`src/hdl/ixu_pkg.sv`:
```
// package: opcodes, state encodings and data carriers for the index unit
package ixu_pkg;
    localparam int unsigned IXU_W = 16;
    localparam logic [15:0] IXU_ADDR_ACC_A = 16'h0000;
    localparam logic [15:0] IXU_ADDR_ACC_B = 16'h0001;
    localparam logic [15:0] IXU_RST_WORD = 16'h0000;
    localparam logic [15:0] IXU_PC_STEP2 = 16'h0002;
    localparam logic [15:0] IXU_ADDR_MASK = 16'h7fff;
    localparam int unsigned IXU_IND_BIT = 15;

    typedef enum logic [4:0] {
        IXU_OP_NONE = 5'h00,
        IXU_OP_LDA_X = 5'h01, IXU_OP_LDA_Y = 5'h02,
        IXU_OP_LDB_X = 5'h03, IXU_OP_LDB_Y = 5'h04,
        IXU_OP_STA_X = 5'h05, IXU_OP_STA_Y = 5'h06,
        IXU_OP_STB_X = 5'h07, IXU_OP_STB_Y = 5'h08,
        IXU_OP_LD_X = 5'h09, IXU_OP_LD_Y = 5'h0a,
        IXU_OP_ST_X = 5'h0b, IXU_OP_ST_Y = 5'h0c,
        IXU_OP_SWP_AX = 5'h0d, IXU_OP_SWP_AY = 5'h0e,
        IXU_OP_SWP_BX = 5'h0f, IXU_OP_SWP_BY = 5'h10,
        IXU_OP_JSA = 5'h11, IXU_OP_JSB = 5'h12,
        IXU_OP_JSY = 5'h13, IXU_OP_JPY = 5'h14
    } ixu_op_t;

    typedef enum logic [2:0] {
        IXU_ST_IDLE = 3'b000,
        IXU_ST_IND = 3'b100,
        IXU_ST_EXEC = 3'b001,
        IXU_ST_MEM = 3'b011,
        IXU_ST_DONE = 3'b010
    } ixu_state_t;

    typedef struct packed {
        ixu_op_t     op;
        logic [15:0] opnd;
        logic        ind;
        logic        code_data_separation_mode;
        logic [15:0] base;
    } ixu_req_t;

    typedef struct packed {
        logic        req;
        logic        wr;
        logic        chk;
        logic [15:0] addr;
        logic [15:0] wdata;
    } ixu_mem_t;

    typedef struct packed {
        logic [15:0] a;
        logic [15:0] b;
        logic [15:0] x;
        logic [15:0] y;
        logic [15:0] p;
        logic [15:0] m;
    } ixu_regs_t;
endpackage

```
`src/hdl/ixu_exec.sv`:
```
// index register group execution unit with its register set
// Overview of operation
// - a load to A reads at operand address plus X or Y
// - a load to B reads at operand address plus X or Y
// - indexed access leaves address in M, index and source unchanged
// - indirection resolves before indexing; effective address drops bit 15
// - in separation mode the base register is added before the index
// - index is a signed value, so addresses may fall below operand
// - loading X or Y reads memory; addresses 0 and 1 give A and B
// - store of A writes A at operand plus index, A unchanged
// - store of B writes B at operand plus index, B unchanged
// - store of X or Y; addresses 0 and 1 write into A and B
// - four swaps exchange A or B with X or Y in one step
// - jump-save-A branches to second word, A gets P plus two
// - jump-save-B branches to second word, B gets P plus two
// - indirect chains through 0 and 1 read accumulators A and B
// - jump-save-Y branches to possibly indirect address, Y gets P+2
// - indexed jump loads P with operand plus Y, no indirection
// - indexed jump makes no memory reference, so no protection check is raised for it
`timescale 1ns/1ps
module ixu_exec
    import ixu_pkg::*;
(
    input  wire logic        clk_i,
    input  wire logic        rst_b_i,
    input  wire logic        ce_i,
    input  wire logic        req_valid_i,
    input  wire ixu_req_t    req_i,
    output logic             req_ready_o,
    output logic             done_o,
    output ixu_mem_t         mem_o,
    input  wire logic        mem_ack_i,
    input  wire logic [15:0] mem_rdata_i,
    input  wire logic        ld_valid_i,
    input  wire ixu_regs_t   ld_regs_i,
    output ixu_regs_t        regs_o
);
    ixu_state_t  state_ff, nxt_state;
    ixu_req_t    cur_ff;
    ixu_regs_t   regs_ff;
    logic [15:0] ptr_ff;
    logic        mreq_ff, mwr_ff, mchk_ff;
    logic [15:0] maddr_ff, mwdata_ff;
    logic        done_ff;

    function automatic logic is_acc(input logic [15:0] ad);
        return (ad == IXU_ADDR_ACC_A) || (ad == IXU_ADDR_ACC_B);
    endfunction

    // wraps at 16 bits, then the indirect bit is dropped
    function automatic logic [15:0] ea_of(input logic [15:0] ad,
                                          input logic [15:0] ix);
        logic [15:0] s;
        s = ad + ix;
        return s & IXU_ADDR_MASK;
    endfunction

    function automatic logic [15:0] acc_rd(input logic [15:0] ad,
                                           input ixu_regs_t r);
        return (ad == IXU_ADDR_ACC_A) ? r.a : r.b;
    endfunction

    function automatic logic uses_y(input ixu_op_t o);
        return o inside {IXU_OP_LDA_Y, IXU_OP_LDB_Y, IXU_OP_STA_Y,
                         IXU_OP_STB_Y, IXU_OP_JPY};
    endfunction

    function automatic logic is_idx(input ixu_op_t o);
        return o inside {IXU_OP_LDA_X, IXU_OP_LDA_Y, IXU_OP_LDB_X,
                         IXU_OP_LDB_Y, IXU_OP_STA_X, IXU_OP_STA_Y,
                         IXU_OP_STB_X, IXU_OP_STB_Y, IXU_OP_JPY};
    endfunction

    function automatic logic is_st(input ixu_op_t o);
        return o inside {IXU_OP_STA_X, IXU_OP_STA_Y, IXU_OP_STB_X,
                         IXU_OP_STB_Y, IXU_OP_ST_X, IXU_OP_ST_Y};
    endfunction

    function automatic logic is_mem(input ixu_op_t o);
        return o inside {IXU_OP_LDA_X, IXU_OP_LDA_Y, IXU_OP_LDB_X,
                         IXU_OP_LDB_Y, IXU_OP_LD_X, IXU_OP_LD_Y}
               || is_st(o);
    endfunction

    logic [15:0] idx_v, ea_v, wsrc_v;
    always_comb begin
        idx_v = uses_y(cur_ff.op) ? regs_ff.y : regs_ff.x;
        ea_v = is_idx(cur_ff.op) ? ea_of(ptr_ff, idx_v)
                                 : (ptr_ff & IXU_ADDR_MASK);
        unique case (cur_ff.op)
            IXU_OP_STA_X, IXU_OP_STA_Y: wsrc_v = regs_ff.a;
            IXU_OP_STB_X, IXU_OP_STB_Y: wsrc_v = regs_ff.b;
            IXU_OP_ST_X:                wsrc_v = regs_ff.x;
            IXU_OP_ST_Y:                wsrc_v = regs_ff.y;
            default:                    wsrc_v = IXU_RST_WORD;
        endcase
    end

    logic        take, ind_now, chase_ok;
    logic [15:0] first_ptr;
    always_comb begin
        take = req_valid_i && (state_ff == IXU_ST_IDLE);
        // separation mode: base added before the index
        first_ptr = req_i.code_data_separation_mode ? req_i.opnd + req_i.base
                              : req_i.opnd;
        // indexed jump never chases an indirect chain
        chase_ok = (req_i.op != IXU_OP_JPY);
        ind_now = take && req_i.ind && chase_ok;
    end

    // word fetched during indirection: accumulators answer 0 and 1
    logic [15:0] ind_word;
    logic        ind_acc;
    always_comb begin
        ind_acc = is_acc(ptr_ff & IXU_ADDR_MASK);
        ind_word = ind_acc ? acc_rd(ptr_ff & IXU_ADDR_MASK, regs_ff)
                           : mem_rdata_i;
    end

    logic        acc_ea, mem_op, exec_fin;
    always_comb begin
        acc_ea = is_acc(ea_v);
        mem_op = is_mem(cur_ff.op);
        // 0 and 1 never leave the unit, so no memory cycle for them
        exec_fin = !(mem_op && !acc_ea);
    end

    always_comb begin
        nxt_state = state_ff;
        unique case (state_ff)
            IXU_ST_IDLE:
                if (take) begin
                    nxt_state = ind_now ? IXU_ST_IND : IXU_ST_EXEC;
                end
            IXU_ST_IND:
                // a level through 0 or 1 costs one cycle, memory an ack
                if (ind_acc || mem_ack_i) begin
                    if (!ind_word[IXU_IND_BIT]) begin
                        nxt_state = IXU_ST_EXEC;
                    end
                end
            IXU_ST_EXEC:
                nxt_state = exec_fin ? IXU_ST_DONE : IXU_ST_MEM;
            IXU_ST_MEM:
                if (mem_ack_i) begin
                    nxt_state = IXU_ST_DONE;
                end
            IXU_ST_DONE:
                nxt_state = IXU_ST_IDLE;
            default:
                nxt_state = IXU_ST_IDLE;
        endcase
    end

    // reset wins over the enable, so a frozen unit can still be cleared
    always_ff @(posedge clk_i) begin
        if (!rst_b_i) begin
            state_ff <= IXU_ST_IDLE;
        end else if (ce_i) begin
            state_ff <= nxt_state;
        end
    end

    always_ff @(posedge clk_i) begin
        if (!rst_b_i) begin
            cur_ff <= '0;
            ptr_ff <= IXU_RST_WORD;
        end else if (ce_i) begin
            if (take) begin
                // whole request latched; the core may move on once taken
                cur_ff <= req_i;
                ptr_ff <= first_ptr;
            end else if (state_ff == IXU_ST_IND &&
                         (ind_acc || mem_ack_i)) begin
                ptr_ff <= ind_word;
            end
        end
    end

    logic mem_start, ind_first, ind_step, ind_more;
    always_comb begin
        mem_start = (state_ff == IXU_ST_EXEC) && !exec_fin;
        // first indirect level goes out unless it names 0 or 1
        ind_first = ind_now && !is_acc(first_ptr & IXU_ADDR_MASK);
        ind_step = (state_ff == IXU_ST_IND) && (ind_acc || mem_ack_i);
        // chain runs on to memory only for a flagged word above 1
        ind_more = ind_word[IXU_IND_BIT] &&
                   !is_acc(ind_word & IXU_ADDR_MASK);
    end

    // request strobe; protection flag is set on every request, since 0 and 1 never go out
    always_ff @(posedge clk_i) begin
        if (!rst_b_i) begin
            mreq_ff <= 1'b0;
            mwr_ff <= 1'b0;
            mchk_ff <= 1'b0;
        end else if (ce_i) begin
            if (ind_first) begin
                mreq_ff <= 1'b1;
                mwr_ff <= 1'b0;
                mchk_ff <= 1'b1;
            end else if (ind_step) begin
                mreq_ff <= ind_more;
                mwr_ff <= 1'b0;
                mchk_ff <= 1'b1;
            end else if (mem_start) begin
                mreq_ff <= 1'b1;
                mwr_ff <= is_st(cur_ff.op);
                mchk_ff <= !acc_ea;
            end else if (mem_ack_i) begin
                mreq_ff <= 1'b0;
            end
        end
    end

    // address moves at each indirect level and at launch; data only moves at launch
    always_ff @(posedge clk_i) begin
        if (!rst_b_i) begin
            maddr_ff <= IXU_RST_WORD;
            mwdata_ff <= IXU_RST_WORD;
        end else if (ce_i) begin
            if (ind_first) begin
                maddr_ff <= first_ptr & IXU_ADDR_MASK;
            end else if (ind_step) begin
                maddr_ff <= ind_word & IXU_ADDR_MASK;
            end else if (mem_start) begin
                maddr_ff <= ea_v;
                mwdata_ff <= wsrc_v;
            end
        end
    end

    // register file: all writes, copies into X/Y included, go through this block
    always_ff @(posedge clk_i) begin
        if (!rst_b_i) begin
            regs_ff <= '0;
        end else if (ce_i) begin
            if (ld_valid_i && state_ff == IXU_ST_IDLE) begin
                regs_ff <= ld_regs_i;
            end else if (state_ff == IXU_ST_EXEC) begin
                // M and the target change; swaps trade both registers, other ops keep index and sources
                regs_ff.m <= ea_v;
                unique case (cur_ff.op)
                    IXU_OP_SWP_AX: begin
                        regs_ff.a <= regs_ff.x;
                        regs_ff.x <= regs_ff.a;
                    end
                    IXU_OP_SWP_AY: begin
                        regs_ff.a <= regs_ff.y;
                        regs_ff.y <= regs_ff.a;
                    end
                    IXU_OP_SWP_BX: begin
                        regs_ff.b <= regs_ff.x;
                        regs_ff.x <= regs_ff.b;
                    end
                    IXU_OP_SWP_BY: begin
                        regs_ff.b <= regs_ff.y;
                        regs_ff.y <= regs_ff.b;
                    end
                    IXU_OP_JSA: begin
                        regs_ff.a <= regs_ff.p + IXU_PC_STEP2;
                        regs_ff.p <= ea_v;
                    end
                    IXU_OP_JSB: begin
                        regs_ff.b <= regs_ff.p + IXU_PC_STEP2;
                        regs_ff.p <= ea_v;
                    end
                    IXU_OP_JSY: begin
                        regs_ff.y <= regs_ff.p + IXU_PC_STEP2;
                        regs_ff.p <= ea_v;
                    end
                    IXU_OP_JPY: begin
                        regs_ff.p <= ea_v;
                    end
                    IXU_OP_LD_X, IXU_OP_LD_Y,
                    IXU_OP_LDA_X, IXU_OP_LDA_Y,
                    IXU_OP_LDB_X, IXU_OP_LDB_Y: begin
                        if (acc_ea) begin
                            // 0 and 1 read the accumulators
                            unique case (cur_ff.op)
                                IXU_OP_LD_X: regs_ff.x <=
                                    acc_rd(ea_v, regs_ff);
                                IXU_OP_LD_Y: regs_ff.y <=
                                    acc_rd(ea_v, regs_ff);
                                IXU_OP_LDA_X, IXU_OP_LDA_Y: regs_ff.a <=
                                    acc_rd(ea_v, regs_ff);
                                default: regs_ff.b <=
                                    acc_rd(ea_v, regs_ff);
                            endcase
                        end
                    end
                    IXU_OP_ST_X, IXU_OP_ST_Y,
                    IXU_OP_STA_X, IXU_OP_STA_Y,
                    IXU_OP_STB_X, IXU_OP_STB_Y: begin
                        if (ea_v == IXU_ADDR_ACC_A) begin
                            regs_ff.a <= wsrc_v;
                        end else if (ea_v == IXU_ADDR_ACC_B) begin
                            regs_ff.b <= wsrc_v;
                        end
                    end
                    default: begin
                    end
                endcase
            end else if (state_ff == IXU_ST_MEM && mem_ack_i &&
                         !mwr_ff) begin
                unique case (cur_ff.op)
                    IXU_OP_LDA_X, IXU_OP_LDA_Y:
                        regs_ff.a <= mem_rdata_i;
                    IXU_OP_LDB_X, IXU_OP_LDB_Y:
                        regs_ff.b <= mem_rdata_i;
                    IXU_OP_LD_X: regs_ff.x <= mem_rdata_i;
                    IXU_OP_LD_Y: regs_ff.y <= mem_rdata_i;
                    default: begin
                    end
                endcase
            end
        end
    end

    // registered so the pulse lines up with the last register write
    always_ff @(posedge clk_i) begin
        if (!rst_b_i) begin
            done_ff <= 1'b0;
        end else if (ce_i) begin
            done_ff <= (nxt_state == IXU_ST_DONE) &&
                       (state_ff != IXU_ST_DONE);
        end
    end

    always_comb begin
        // combinational so a new request can follow done at once
        req_ready_o = (state_ff == IXU_ST_IDLE);
        done_o = done_ff;
        mem_o = '{req: mreq_ff, wr: mwr_ff, chk: mchk_ff,
                  addr: maddr_ff, wdata: mwdata_ff};
        regs_o = regs_ff;
    end
endmodule // ixu_exec

```
`config.mk`:
```
export PLATFORM = sky130hd
export DESIGN_NAME = ixu_exec
export DESIGN_NICKNAME = d
export VERILOG_FILES = /design/src/hdl/ixu_pkg.sv /design/src/hdl/ixu_exec.sv
export SDC_FILE = /design/constraint.sdc
export NUM_CORES = 1
export LEC_CHECK = 0
export ABC_AREA = 1
export BUFFER_PORTS_ARGS = -buffer_cell sky130_fd_sc_hd__buf_4
export CAP_MARGIN = 20
export CELL_PAD_IN_SITES_DETAIL_PLACEMENT = 1
export CELL_PAD_IN_SITES_GLOBAL_PLACEMENT = 1
export CORE_MARGIN = 10
export CORE_UTILIZATION = 29
export CTS_BUF_LIST = sky130_fd_sc_hd__clkbuf_4 sky130_fd_sc_hd__clkbuf_8 sky130_fd_sc_hd__clkbuf_16
export DETAILED_ROUTE_END_ITERATION = 10
export HOLD_SLACK_MARGIN = 0.15
export PLACE_DENSITY_LB_ADDON = 0.1
export SYNTH_ARGS = -nofsm -noshare
export SYNTH_HDL_FRONTEND = slang
export SYNTH_SLANG_ARGS = --single-unit
```
`constraint.sdc`:
```
create_clock -name clk_i -period 6.9 [get_ports clk_i]
set_input_delay 0.69 -clock clk_i [delete_from_list [all_inputs] [get_ports clk_i]]
set_output_delay 0.69 -clock clk_i [all_outputs]
set_load 0.01 [all_outputs]
```
==> flow_summary.toml, run 1 <==
[floorplanning]
num_rows = 78
initial_core_util = 0.294
dieWidth_um = 235
die_h_um = 235
die-area_mm2 = 0.0552
ioPinCount = 290
core-area_mm2 = 0.0456

[synthesis]
yosysUniqueCellTypes = 54
synth-edff-count = 0
netlist_instances = 2285
synthTopCellsByArea = "dfxtp_1 23%, nand2_1 19%, inv_1 7.7%"
synthFlopType = "dfxtp_1"
ys_ff_latch = 154
avgSynthCellArea_um2 = 5.87
ys_warn_count = 0
syn-num-nets = 2478
synth_top_area_cell = "dfxtp_1"
netlist_area_mm2 = 0.0134
synth_top_area_frac = 0.230
synth-async-reset-ratio = 0
ys_seq_area_frac = 0.230
ys_top_cells_by_count = "669 x nand2_1, 276 x inv_1, 183 x a21oi_1, 167 x o21ai_0, 160 x nand3_1"
synth.most_common_cell = "nand2_1"

[worst_setup_path]
path_max_fanout = 17
timing.rr.end = "regs_o[69]"
critPathTopFamily = "simple AND/OR/NAND/NOR gates"
cpMostUsedCell = "nand2_1"
worst-r2r-cell-count = 25
critical_path_class = "reg2reg"
r2r-start = "cur_ff[38]"
worst_setup_path_start_kind = "register"
cp-end-kind = "register"
cp.arrival_ns = 6.26
ff2ff_setup_slack_ns = 0.99
cp_num_buf_inv = 4
crit_path_max_incr_delay_ns = 0.64
crit_path_top_delay_cell = "nand3_1"
cp.required_ns = 7.26

[layout]
final_layout_size_suffix_gt1_frac = 0.198
n_antenna_cell = 0
syn2layout_area_growth_pct = 23.9
fillers = 6058
fin_nets = 2691
seq_area_mm2 = 0.00308
finalInstanceArea_mm2 = 0.0166
multi_input_area_mm2 = 0.00871

[global_routing]
antenna_found_initial = 1
gr-usage-all-layers = 0.250
grt_overflow_total = 0
grt_max_degree = 88
grt_pass1_wl_um = 107000
grt_pass1_vias = 16900

[sta]
max_slew_margin = 0.299
fin_crit_ns = 5.91
setup_viol = 0
fin_crit_sh = 0.856
setup_tns_ns = 0
rsz0062_at_grt = "false"
final-max-slew-violation-count = 0
finalHoldViolations = 0
worst_slew_pin_slew_ns = 1.04
max_freq_mhz = 169
skew_ns = 0.0170
holdWs_ns = 0.470

[min_path]
hp-start = "mchk_ff"
min_to = "mchk_ff"
holdPathStages = 2
hold_path.class = "reg2reg"

[clock_network]
cts_tree = "done"
cts_resized = 0
clkTransAtPathRegs_ns = 0.07
cts_setup_buffers = 0
worstSkewPairLatency_ns = 0.50
cts_buffers = 17
cts_buffer_depth = 2
h-tree-depth = 4
cts_root_buf = "clkbuf_16"
ctsHoldBuffers = 0
cts_sinks = 154

[place]
portBuffers = 286
place_area_mm2 = 0.0160
dp_hpwl_um = 54000
place.gp.congestion = 0.957

[detailed_routing]
drt.antenna.violating_nets = 0
drt_iter0_drc = 1259
wl_um = 71800
post-route-drc-count = 0
drtPass1Iterations = 5
vias_per_cell = 5.38
routedWlPerCell_um = 23.1
vias = 16700

[power]
power_mw = 3.93
vdd_ir_drop_max_uv = 153
powerDensity_mw_per_mm2 = 236
leakage_nw = 8.31

[run_status]
outcome = "finished clean"

[run]
max_cap_violations = 0
[through the flow]
step,std cells,utilization,worst slack (ns)
2_1_floorplan,2285,-,2.76
3_3_place_gp,3079,0.350,1.23
3_5_place_dp,3079,0.350,1.17
4_1_cts,3111,0.364,1.16
5_1_grt,3111,0.364,0.707
6_report,3111,0.364,0.994
[cell usage in the layout (no fill, tap or decap), drive strengths merged, types with 4 or more instances in the layout]
cell | synthesis | routed
clkbuf | 74 | 19
clkinvlp | 0 | 4
a221oi | 35 | 35
nand2 | 688 | 688
dfxtp | 154 | 154
bufinv | 0 | 4
inv | 292 | 295
o211ai | 19 | 19
o221a | 4 | 4
nor2 | 156 | 156
o22ai | 17 | 17
ha | 34 | 34
nand4 | 41 | 41
or2 | 75 | 75
xor2 | 11 | 11
nor3 | 14 | 14
nand3 | 173 | 173
o221ai | 20 | 20
o21ai | 209 | 209
clkinv | 7 | 9
buf | 39 | 307
a21oi | 194 | 194
[flip-flops by register name (all words and copies together), names as in the netlist]
signal	count
state_ff	3
cur_ff	5
mwr_ff	1
done_o	1
regs_o	96
mwdata_ff	16
mreq_ff	1
maddr_ff	15
mchk_ff	1
ptr_ff	15
[cells by family after synthesis]
group / Yosys count / share of synthesized area
AO/OA/AOI/OAI: 513 / 0.220
XOR/XNOR: 14 / 0.00914
adder cells (fa/ha/maj): 36 / 0.0347
buffers and inverters: 412 / 0.123
flip-flops: 154 / 0.230
other: 1 / 0.000280
AND/OR/NAND/NOR: 1155 / 0.383
[final cells by class]
type,count,area share
flip-flops and latches,154,0.186
repair buffers,307,0.139
well taps,600,0.0452
inverters,299,0.0676
clock buffers,19,0.0273
multi-input cells,1719,0.524
clock inverters,13,0.0114
[worst max-delay path by stage]
stage | startpoint | to | slack, ns | depth (start not counted)
2_1_floorplan | cur_ff[38] | regs_o[70] | 2.76 | 31
3_3_place_gp | cur_ff[38] | regs_o[67] | 1.23 | 25
3_5_place_dp | cur_ff[38] | regs_o[69] | 1.17 | 25
4_1_cts | cur_ff[38] | regs_o[69] | 1.16 | 25
5_1_grt | cur_ff[38] | regs_o[80] | 0.71 | 25
6_report | cur_ff[38] | regs_o[69] | 0.99 | 25
[tightest hold or removal path: stages (launching register included)]
cell,delay (ns)
dfxtp_1,0.32
inv_1,0.05
a21oi_1,0.05
[layer usage]
metal / track usage / part of all wire / vias up
met3: 0.0595 / 0.072 / 82
met5: 0 / 0 / -
met1: 0.329 / 0.45 / 8205
met4: 0.0622 / 0.017 / 0
met2: 0.402 / 0.46 / 514
li1: - / - / 7929
[power breakdown]
| group | internal [mW] | switching, mW | leakage, nW |
|---|---|---|---|
| combinational | 0.559 | 1.20 | 6.75 |
| clock | 0.627 | 0.465 | 0.303 |
| sequential | 0.965 | 0.110 | 1.26 |
| total | 2.15 | 1.78 | 8.31 |
(Power assumes the default switching activity.)
==> run 2, diff against run 1 <==
- PLACE_DENSITY: unset -> 0.74
- PLACE_DENSITY_LB_ADDON: 0.1 -> unset
- RECOVER_POWER: unset -> 100
==> flow_summary.toml, run 2 (same netlist as run 1, synthesis figures left out) <==
[worst_setup_path]
cp.required_ns = 7.33
path_max_fanout = 17
cp-end-kind = "register"
crit_path_top_delay_cell = "nand3_1"
ff2ff_setup_slack_ns = 0.92
worst_setup_path_start_kind = "register"
critical_path_class = "reg2reg"
cp.arrival_ns = 6.41
crit_path_max_incr_delay_ns = 0.53

[clock_network]
ctsHoldBuffers = 0
worstSkewPairLatency_ns = 0.50
cts_buffers = 17
cts_setup_buffers = 0
cts_tree = "done"
cts_root_buf = "clkbuf_16"
clkTransAtPathRegs_ns = 0.07
h-tree-depth = 4
cts_buffer_depth = 2
cts_sinks = 154
cts_resized = 0

[layout]
n_antenna_cell = 0
final_layout_size_suffix_gt1_frac = 0.139
final_util = 0.353
largest_register_ffs = 96
syn2layout_area_growth_pct = 20.0
final_common_cell = "nand2_1"
fillers = 6124
final_cell_mix = "670 x nand2_1, 277 x inv_1, 186 x a21oi_1"
fin_nets = 2699

[run_status]
violations = "capacitance limit, slew limit"
outcome = "complete, but fails checks"

[run]
max_cap_violations = 2

[place]
portBuffers = 286
place.gp.congestion = 0.932
dp_hpwl_um = 54900

[min_path]
hold_path.class = "reg2reg"

[detailed_routing]
drtPass1Iterations = 5
post-route-drc-count = 0
drt_iter0_drc = 1399
routedWlPerCell_um = 22.8
drt.antenna.violating_nets = 0
vias = 17000
vias_per_cell = 5.47
wl_um = 70900

[sta]
setup_tns_ns = 0
fin_crit_ns = 5.98
final-max-slew-violation-count = 72
finalHoldViolations = 0
max_slew_margin = -0.486
rsz0062_at_grt = "false"
max_freq_mhz = 167
fin_crit_sh = 0.866
setup_viol = 0
worst_slew_pin_slew_ns = 2.23
skew_ns = 0.0147

[global_routing]
grt_overflow_total = 0
gr-usage-all-layers = 0.247
grt_pass1_vias = 17500
grt_max_degree = 87
antenna_found_initial = 1
grt_pass1_wl_um = 107000

[floorplanning]
core-area_mm2 = 0.0456
initial_core_util = 0.294
num_rows = 78
die_h_um = 235
dieWidth_um = 235
die-area_mm2 = 0.0552
ioPinCount = 290

[power]
powerDensity_mw_per_mm2 = 239
vdd_ir_drop_max_uv = 177
leakage_nw = 7.77
power_mw = 3.84
-- run 2: layout make-up --
class | count | area (µm²) | share of cell area
clock buffer | 20 | 460 | 0.0286
clock inverter | 11 | 146 | 0.00909
inverter | 299 | 1120 | 0.0697
multi-input combinational | 1719 | 8630 | 0.536
sequential | 154 | 3080 | 0.192
tap | 600 | 751 | 0.0466
timing repair buffer | 315 | 1900 | 0.118
-- run 2: through the flow --
step | cells | instance area, µm² | setup WS [ns] | hold slack [ns]
6_report | 3118 | 16100 | 0.925 | 0.473
5_1_grt | 3118 | 16100 | 0.510 | 0.470
4_1_cts | 3117 | 16700 | 1.48 | 0.453
3_5_place_dp | 3086 | 16100 | 1.54 | 0.463
3_3_place_gp | 3085 | 16100 | 1.69 | 0.459
2_1_floorplan | 2285 | 13400 | 2.76 | 0.430
-- run 2: metal layers --
metal,vias to the layer above,global-route usage,share of wire
met1,8305,0.309,0.43
met5,-,0,0.00017
met3,132,0.0541,0.072
met4,2,0.0988,0.035
met2,670,0.403,0.46
li1,7939,-,-
-- run 2: worst paths after layout --
path                                 start  cells past startpoint          to
worst max-delay path            cur_ff[34]                     30  regs_o[33]
worst min-delay path                done_o                      2      done_o
worst max register to register  cur_ff[34]                     30  regs_o[33]
worst min register to register      done_o                      2      done_o
-- run 2: critical path, delay by kind of cell (launching register included) --
family,cells,cell delay [ns]
AOI/OAI and AO/OA,2,0.40
adders and majority gates,2,0.75
buffers and inverters,6,1.35
DFF,1,0.36
and+or+nand+nor,20,3.00
-- run 2: report_power, final --
part,switching [mW],internal (mW),leakage (nW)
registers,0.102,0.965,1.26
clock network,0.445,0.587,0.284
logic,1.22,0.520,6.23
total,1.77,2.07,7.77
